==> config.mk <==
export PLATFORM = sky130hd
export DESIGN_NAME = prsrc_top
export DESIGN_NICKNAME = d
export VERILOG_FILES = /design/src/prsrc_pkg.sv /design/src/prsrc_refclk.sv /design/src/prsrc_top.sv
export SDC_FILE = /design/constraint.sdc
export NUM_CORES = 1
export LEC_CHECK = 0
export BUFFER_PORTS_ARGS = -buffer_cell sky130_fd_sc_hd__buf_2
export CAP_MARGIN = 20
export CORE_MARGIN = 2
export CORE_UTILIZATION = 40
export CTS_CLUSTER_SIZE = 20
export DETAILED_ROUTE_END_ITERATION = 6
export GPL_TIMING_DRIVEN = 0
export PLACE_DENSITY = 0.6
export SYNTH_ARGS = -nofsm -noshare
export SYNTH_HDL_FRONTEND = slang
export SYNTH_HIERARCHICAL = 1
export SYNTH_SLANG_ARGS = --single-unit
export TNS_END_PERCENT = 100
==> constraint.sdc <==
create_clock -name clk_sys_i -period 2 [get_ports clk_sys_i]
set_clock_uncertainty 0.2 [all_clocks]
set_input_delay 0.5 -clock clk_sys_i [delete_from_list [all_inputs] [get_ports clk_sys_i]]
set_output_delay 0.5 -clock clk_sys_i [all_outputs]
set_load 0.01 [all_outputs]
==> src/prsrc_pkg.sv <==
// prsrc_pkg: constants, states and pin bundles of the reset, strap and
// rmii clocking block.
// assumes a 200 MHz system clock.
package prsrc_pkg;

	// system clock
	localparam int CLK_PERIOD_PS = 5000;

	// output tri-state after hardware reset assertion, longest time
	localparam int T_OTAA_MAX_NS = 50;
	localparam int OTAA_MAX_CYC = (T_OTAA_MAX_NS * 1000) / CLK_PERIOD_PS;

	// output drive after hardware reset release, least and longest time
	localparam int T_ODAD_MIN_NS = 2;
	localparam int ODAD_MIN_RAW = (T_ODAD_MIN_NS * 1000 + CLK_PERIOD_PS - 1)
		/ CLK_PERIOD_PS;
	localparam int ODAD_MIN_CYC = (ODAD_MIN_RAW < 1) ? 1 : ODAD_MIN_RAW;
	localparam int T_ODAD_MAX_NS = 800;
	localparam int ODAD_MAX_CYC = (T_ODAD_MAX_NS * 1000) / CLK_PERIOD_PS;

	// chosen wait from release to drive, inside the window above
	localparam int T_DRIVE_WAIT_NS = 400;
	localparam int DRIVE_WAIT_CYC = (T_DRIVE_WAIT_NS * 1000 + CLK_PERIOD_PS - 1)
		/ CLK_PERIOD_PS;
	localparam int DRIVE_CNT_W = 8;

	// 50 MHz reference clock: period and high time in system cycles
	localparam int T_REF_PERIOD_NS = 20;
	localparam int REF_PERIOD_CYC = (T_REF_PERIOD_NS * 1000) / CLK_PERIOD_PS;
	localparam int REF_HIGH_CYC = REF_PERIOD_CYC / 2;
	localparam int REF_CNT_W = 3;

	// clock-mode strap encodings and the value held before first capture
	localparam logic MODE_REF_OUT = 1'b0;
	localparam logic MODE_REF_IN = 1'b1;
	localparam logic STRAP_RST = MODE_REF_IN;

	typedef enum logic [1:0] {
		ST_RESET = 2'b00,
		ST_WAIT = 2'b01,
		ST_DRIVE = 2'b10
	} prsrc_state_t;

	// receive pins towards the mac
	typedef struct packed {
		logic crs_dv;
		logic rx_er;
		logic [1:0] rxd;
	} prsrc_rx_pins_t;

	// transmit pins from the mac
	typedef struct packed {
		logic tx_en;
		logic [1:0] txd;
	} prsrc_tx_pins_t;

	// receive di-bit offered by the internal receive path
	typedef struct packed {
		logic valid;
		logic er;
		logic [1:0] dibit;
	} prsrc_rx_word_t;

endpackage : prsrc_pkg

==> src/prsrc_refclk.sv <==
// prsrc_refclk: rmii reference clock generation and rising-edge tick.
// assumes crystal and reference inputs synchronous to clk_sys_i.
`timescale 1ns/1ps
`default_nettype none

module prsrc_refclk
	import prsrc_pkg::*;
(
	// clock and reset
	input wire logic clk_sys_i,
	input wire logic rst_n_i,
	// control
	input wire logic mode_i,
	input wire logic drive_i,
	// clock pins
	input wire logic crystal_input_i,
	input wire logic ref_clock_input_i,
	output logic ref_clock_output_o,
	output logic ref_clock_output_oe_o,
	// rising edge of the reference clock
	output logic tick_o
);

	logic xtal_q;
	logic refin_q;
	logic ref_q;
	logic [REF_CNT_W-1:0] hi_cnt_q;
	logic xedge;

	// each crystal edge starts one 50 MHz period
	assign xedge = xtal_q ^ crystal_input_i;

	always_ff @(posedge clk_sys_i or negedge rst_n_i) begin
		if (!rst_n_i) begin
			xtal_q <= 1'b0;
			refin_q <= 1'b0;
		end else begin
			xtal_q <= crystal_input_i;
			refin_q <= ref_clock_input_i;
		end
	end

	// doubled crystal rate as the output reference clock
	always_ff @(posedge clk_sys_i or negedge rst_n_i) begin
		if (!rst_n_i) begin
			ref_q <= 1'b0;
			hi_cnt_q <= '0;
		end else if (mode_i != MODE_REF_OUT) begin
			ref_q <= 1'b0;
			hi_cnt_q <= '0;
		end else if (xedge) begin
			ref_q <= 1'b1;
			hi_cnt_q <= REF_CNT_W'(REF_HIGH_CYC - 1);
		end else if (hi_cnt_q != '0) begin
			hi_cnt_q <= hi_cnt_q - 1'b1;
		end else begin
			ref_q <= 1'b0;
		end
	end

	always_comb begin
		if (mode_i == MODE_REF_OUT) begin
			tick_o = xedge;
		end else begin
			tick_o = ref_clock_input_i & ~refin_q;
		end
	end

	assign ref_clock_output_o = ref_q;
	assign ref_clock_output_oe_o = drive_i & (mode_i == MODE_REF_OUT);
endmodule : prsrc_refclk

`default_nettype wire

==> src/prsrc_top.sv <==
// prsrc_top: hardware reset acceptance, strap capture, output release and
// rmii receive and transmit timing of the transceiver.
// assumes all pins sampled as synchronous inputs of clk_sys_i.
`timescale 1ns/1ps
`default_nettype none

module prsrc_top
	import prsrc_pkg::*;
(
	// clock and reset
	input wire logic clk_sys_i,
	input wire logic rst_n_i,
	// hardware reset and strap pins
	input wire logic hw_reset_in_n_i,
	input wire logic clock_mode_strap_i,
	// clock pins
	input wire logic crystal_input_i,
	input wire logic ref_clock_input_i,
	output logic ref_clock_output_o,
	output logic ref_clock_output_oe_o,
	// rmii pins
	output prsrc_rx_pins_t rx_pins_o,
	output logic rmii_oe_o,
	input wire prsrc_tx_pins_t tx_pins_i,
	// internal receive path
	input wire logic carrier_i,
	input wire prsrc_rx_word_t rx_word_i,
	output logic rx_ready_o,
	// internal transmit path
	output prsrc_tx_pins_t tx_word_o,
	output logic tx_strobe_o,
	// status
	output logic clock_mode_o,
	output logic in_reset_o
);

	prsrc_state_t state_q;
	logic [DRIVE_CNT_W-1:0] wait_cnt_q;
	logic mode_q;
	logic drive;
	logic tick;
	logic [1:0] rxd_q;
	logic rx_er_q;
	logic tail_q;
	logic phase_q;
	prsrc_tx_pins_t tx_q;
	logic tx_strobe_q;
	logic [DRIVE_CNT_W-1:0] age_q;

	assign drive = (state_q == ST_DRIVE);

	// strap capture, follows the pin while reset is held and freezes on release
	always_ff @(posedge clk_sys_i or negedge rst_n_i) begin
		if (!rst_n_i) begin
			mode_q <= STRAP_RST;
		end else if (!hw_reset_in_n_i) begin
			mode_q <= clock_mode_strap_i;
		end
	end

	// reset, release wait and drive states
	always_ff @(posedge clk_sys_i or negedge rst_n_i) begin
		if (!rst_n_i) begin
			state_q <= ST_RESET;
			wait_cnt_q <= '0;
		end else if (!hw_reset_in_n_i) begin
			state_q <= ST_RESET;
			wait_cnt_q <= '0;
		end else begin
			case (state_q)
				ST_RESET: begin
					state_q <= ST_WAIT;
					wait_cnt_q <= '0;
				end
				ST_WAIT: begin
					if (wait_cnt_q == DRIVE_CNT_W'(DRIVE_WAIT_CYC - 2)) begin
						state_q <= ST_DRIVE;
					end
					wait_cnt_q <= wait_cnt_q + 1'b1;
				end
				ST_DRIVE: begin
					state_q <= ST_DRIVE;
				end
				default: begin
					state_q <= ST_RESET;
				end
			endcase
		end
	end

	prsrc_refclk u_refclk (
		.clk_sys_i(clk_sys_i),
		.rst_n_i(rst_n_i),
		.mode_i(mode_q),
		.drive_i(drive),
		.crystal_input_i(crystal_input_i),
		.ref_clock_input_i(ref_clock_input_i),
		.ref_clock_output_o(ref_clock_output_o),
		.ref_clock_output_oe_o(ref_clock_output_oe_o),
		.tick_o(tick)
	);

	// one di-bit is taken per reference rising edge while driving
	assign rx_ready_o = tick & drive;

	// receive launch on the reference rising edge
	always_ff @(posedge clk_sys_i or negedge rst_n_i) begin
		if (!rst_n_i) begin
			rxd_q <= 2'h0;
			rx_er_q <= 1'b0;
			tail_q <= 1'b0;
			phase_q <= 1'b0;
		end else if (!drive || !hw_reset_in_n_i) begin
			rxd_q <= 2'h0;
			rx_er_q <= 1'b0;
			tail_q <= 1'b0;
			phase_q <= 1'b0;
		end else if (tick) begin
			rxd_q <= rx_word_i.valid ? rx_word_i.dibit : 2'h0;
			rx_er_q <= rx_word_i.valid & rx_word_i.er;
			tail_q <= rx_word_i.valid & ~carrier_i & phase_q;
			if (rx_word_i.valid) begin
				phase_q <= ~phase_q;
			end else begin
				phase_q <= 1'b0;
			end
		end
	end

	// carrier raises crs_dv without waiting for an edge
	always_comb begin
		rx_pins_o.crs_dv = drive & (carrier_i | tail_q);
		rx_pins_o.rx_er = rx_er_q;
		rx_pins_o.rxd = rxd_q;
	end

	assign rmii_oe_o = drive;

	// transmit sampling on the reference rising edge
	always_ff @(posedge clk_sys_i or negedge rst_n_i) begin
		if (!rst_n_i) begin
			tx_q <= '0;
			tx_strobe_q <= 1'b0;
		end else if (tick && drive) begin
			tx_q <= tx_pins_i;
			tx_strobe_q <= 1'b1;
		end else begin
			tx_strobe_q <= 1'b0;
		end
	end

	assign tx_word_o = tx_q;
	assign tx_strobe_o = tx_strobe_q;
	assign clock_mode_o = mode_q;
	assign in_reset_o = (state_q == ST_RESET);

	// cycles since release, for the drive bound check
	always_ff @(posedge clk_sys_i or negedge rst_n_i) begin
		if (!rst_n_i) begin
			age_q <= '0;
		end else if (!hw_reset_in_n_i) begin
			age_q <= '0;
		end else if (age_q != '1) begin
			age_q <= age_q + 1'b1;
		end
	end
endmodule : prsrc_top

`default_nettype wire

==> flow_summary.toml <==
[routing]
drtIter0Drc = 26
wl_um = 2750
wire_per_inst_um = 12.7
ant_nets = 0
drc = 0
vias = 1081
avgViaCountPerCell = 4.98
firstDrtPassIters = 4

[layout]
diodes = 0
nets = 194
drive_gt1_frac = 0.339
final_core_util = 0.520
syn_to_final_growth_pct = 26.2

[place]
portBuffers = 26
place_hpwl_um = 1950
globalplace.congestion = 0.818

[setup_path]
critPathMaxStageDelay_ps = 440
worst-path-max-fanout = 3
r2r-start = "state_q[0]$_DFFE_PN0P_"
regToRegSetupSlack_ps = 120
crit_family = "flip-flops"
slowest_stage = "dfrtp_1"
crit_path_start_kind = "flop"
critPathLaunch = "u_refclk/xtal_q$_DFF_PN0_"
path_cells = "xnor2_2, mux2i_1, nand2_1, inv_2, buf_6"
r2r_cells = 7
worstSetupPathType = "reg2out"
cp.required_ps = 1300
path_buf_inv = 2
r2r_end = "wait_cnt_q[5]$_DFFE_PN0P_"
worstPathArrival_ps = 1410
worstSetupEndpointType = "output pin"

[status]
violations = "setup timing"
status = "complete, but fails checks"

[yosys]
synth_top_area_cell = "dfrtp_1"
synthArstFlopShare = 1.00
synth_area_um2 = 1370
synth_warnings = 6
yosysUniqueCellTypes = 34
ys_seq_area_frac = 0.478
synthFlopType = "dfrtp_1"
synth.most_common_cell = "dfrtp_1"
synthTopCellsByArea = "dfrtp_1 (46%), ha_1 (7.3%), a21oi_1 (4.4%), mux2_2 (4.1%), nand2b_1 (3.2%)"
synth_edf_count = 0
syn_nets = 154
synth_top_area_share = 0.458
synthTopCellsByCount = "dfrtp_1 (25), a21oi_1 (12), nand2_1 (11), inv_1 (9)"
ys_seq_elements = 26
synth_area_per_cell_um2 = 10.3
postSynthCellCount = 132

[floorplanning]
die_w_um = 62.4
fp-row-count = 21
placeableCoreArea_um2 = 3310
die_y_um = 62.4
ios = 28
start_util = 0.412
die_area_um2 = 3900

[global_routing]
grt_pass1_wl_um = 4950
antenna_found_initial = 0
grt_overflow = 0
track_usage = 0.160
grt_start_max_net_pins = 27
grt_pass1_vias = 1103

[clock_tree]
cts.htree.levels = 1
path_clk_slew_ps = 150
root_buffer = "clkbuf_4"
cts_buffer_depth = 2
worstSkewPairLatency_ps = 340
cts.sinks = 26
tritoncts = "built"
numCtsBuffers = 3

[power]
leakage_uw = 0.000791
p_per_area_nw_per_um2 = 1090
comb_power_share = 0.440
power_uw = 1870
p_sw_uw = 656
clockPowerShare = 0.198
p_int_uw = 1220
peakVddDrop_mv = 0.484
power_frac_seq = 0.361
sw_frac_of_total = 0.350

[timing]
max-slew-margin-rel = 0.598
final_max_slew_viol_count = 0
hold_violations = 0
fin_crit_ps = 2110
rsz0062_at_grt = "yes"
tightest_slew_ps = 603
min_period_over_period = 1.05
timing.final.ws_setup_ps = -107
fmax_mhz = 475
setup_viol = 1

[job]
cap_violations = 0

[hold_path]
min_path_cells = 1
worstHoldStart = "ref_clock_input_i"
holdPathEnd = "u_refclk/refin_q$_DFF_PN0_"
hold_class = "in2reg"
## power groups by stage
stage	clock [uW]	sequential, uW	combinational [uW]
after detailed placement	0	688	667
after floorplan	0	698	448
after CTS	385	676	752
final	372	678	825
after global routing	404	692	931
after global placement	0	682	645
## worst register-to-register path: cells and delay by family (launching register included)
family                   cells  cell delay [ps]
adder cells (fa/ha/maj)      1              190
AND/OR/NAND/NOR              2              540
flip-flops                   1              390
buffers and inverters        3              380
AO/OA/AOI/OAI                1              130
## cell usage in the layout (no fill, tap or decap), drive strengths merged
master,instances
o311ai,1
ha,8
inv,9
and3,1
a21oi,12
nand3,8
nor3,1
o21ai,2
buf,39
xnor2,1
a41oi,1
nand4b,1
dfrtp,25
dlygate4sd3,1
clkbuf,5
nor2b,3
o221ai,1
nor3b,3
or4b,2
nand2b,7
nand4,2
a2111oi,2
nand2,11
or4,1
o21a,2
bufinv,1
dfstp,1
or3,1
mux2,5
a31oi,2
nand3b,1
a211oi,1
mux2i,3
xor2,4
nor2,3
## metrics by stage
step                      worst slack [ps]  hold WS (ps)  setup TNS [ps]  cells  instance area (um^2)
after floorplan                        220          4.41               0    132                  1370
after global placement                -142           284            -142    204                  1550
after global routing                  -246          60.5            -281    217                  1720
after CTS                             -127          69.2            -138    214                  1690
after detailed placement              -107           289            -107    204                  1550
final                                 -107          75.6            -107    217                  1720
## what timing repair did
item,in CTS,in global routing
endpoints found under the hold margin,25,0
pin swaps,2,2
endpoints found under the setup margin,4,5
gates resized for setup,6,6
setup buffers,5,3
hold buffers,1,0
## per-layer routing
| layer | up-vias | routed length [um] | global-route usage |
|---|---|---|---|
| met4 | 0 | 58 | 0.0667 |
| met3 | 5 | 72 | 0.0216 |
| met2 | 13 | 1420 | 0.278 |
| met5 | - | 0 | 0 |
| met1 | 524 | 1200 | 0.199 |
| li1 | 539 | - | - |
## sequential cells by signal, indices dropped and copies added, names as in the netlist
signal                       cells
tail_q                           1
phase_q                          1
tx_word_o                        3
tx_strobe_o                      1
u_refclk/xtal_q                  1
rxd_q                            2
u_refclk/ref_clock_output_o      1
u_refclk/refin_q                 1
rx_er_q                          1
u_refclk/hi_cnt_q                3
clock_mode_o                     1
wait_cnt_q                       8
state_q                          2
## worst max-delay path by stage
stage	endpoint	depth (start not counted)	slack [ps]
global placement	rx_ready_o	6	-140
finish	rx_ready_o	5	-110
CTS	rx_ready_o	4	-130
global route	rx_ready_o	5	-250
floorplan	rx_ready_o	3	220
detailed placement	rx_ready_o	6	-110
## cells by family after synthesis
kind of cell             Yosys count  synth area share
AO/OA/AOI/OAI                     24             0.118
AND/OR/NAND/NOR                   45             0.185
buffers and inverters             16            0.0504
multiplexers                       8            0.0632
flip-flops                        26             0.478
XOR/XNOR                           5            0.0321
adder cells (fa/ha/maj)            8            0.0733
## cell type report
class / count / area [um^2]
fill: 333 / 1590
multi-input combinational: 90 / 677
sequential: 26 / 652
timing repair buffer: 35 / 213
tap: 46 / 57.6
buffer: 7 / 37.5
inverter: 9 / 33.8
clock inverter: 1 / 30.0
clock buffer: 3 / 22.5
No activity file was read; power rests on OpenSTA's default activity.
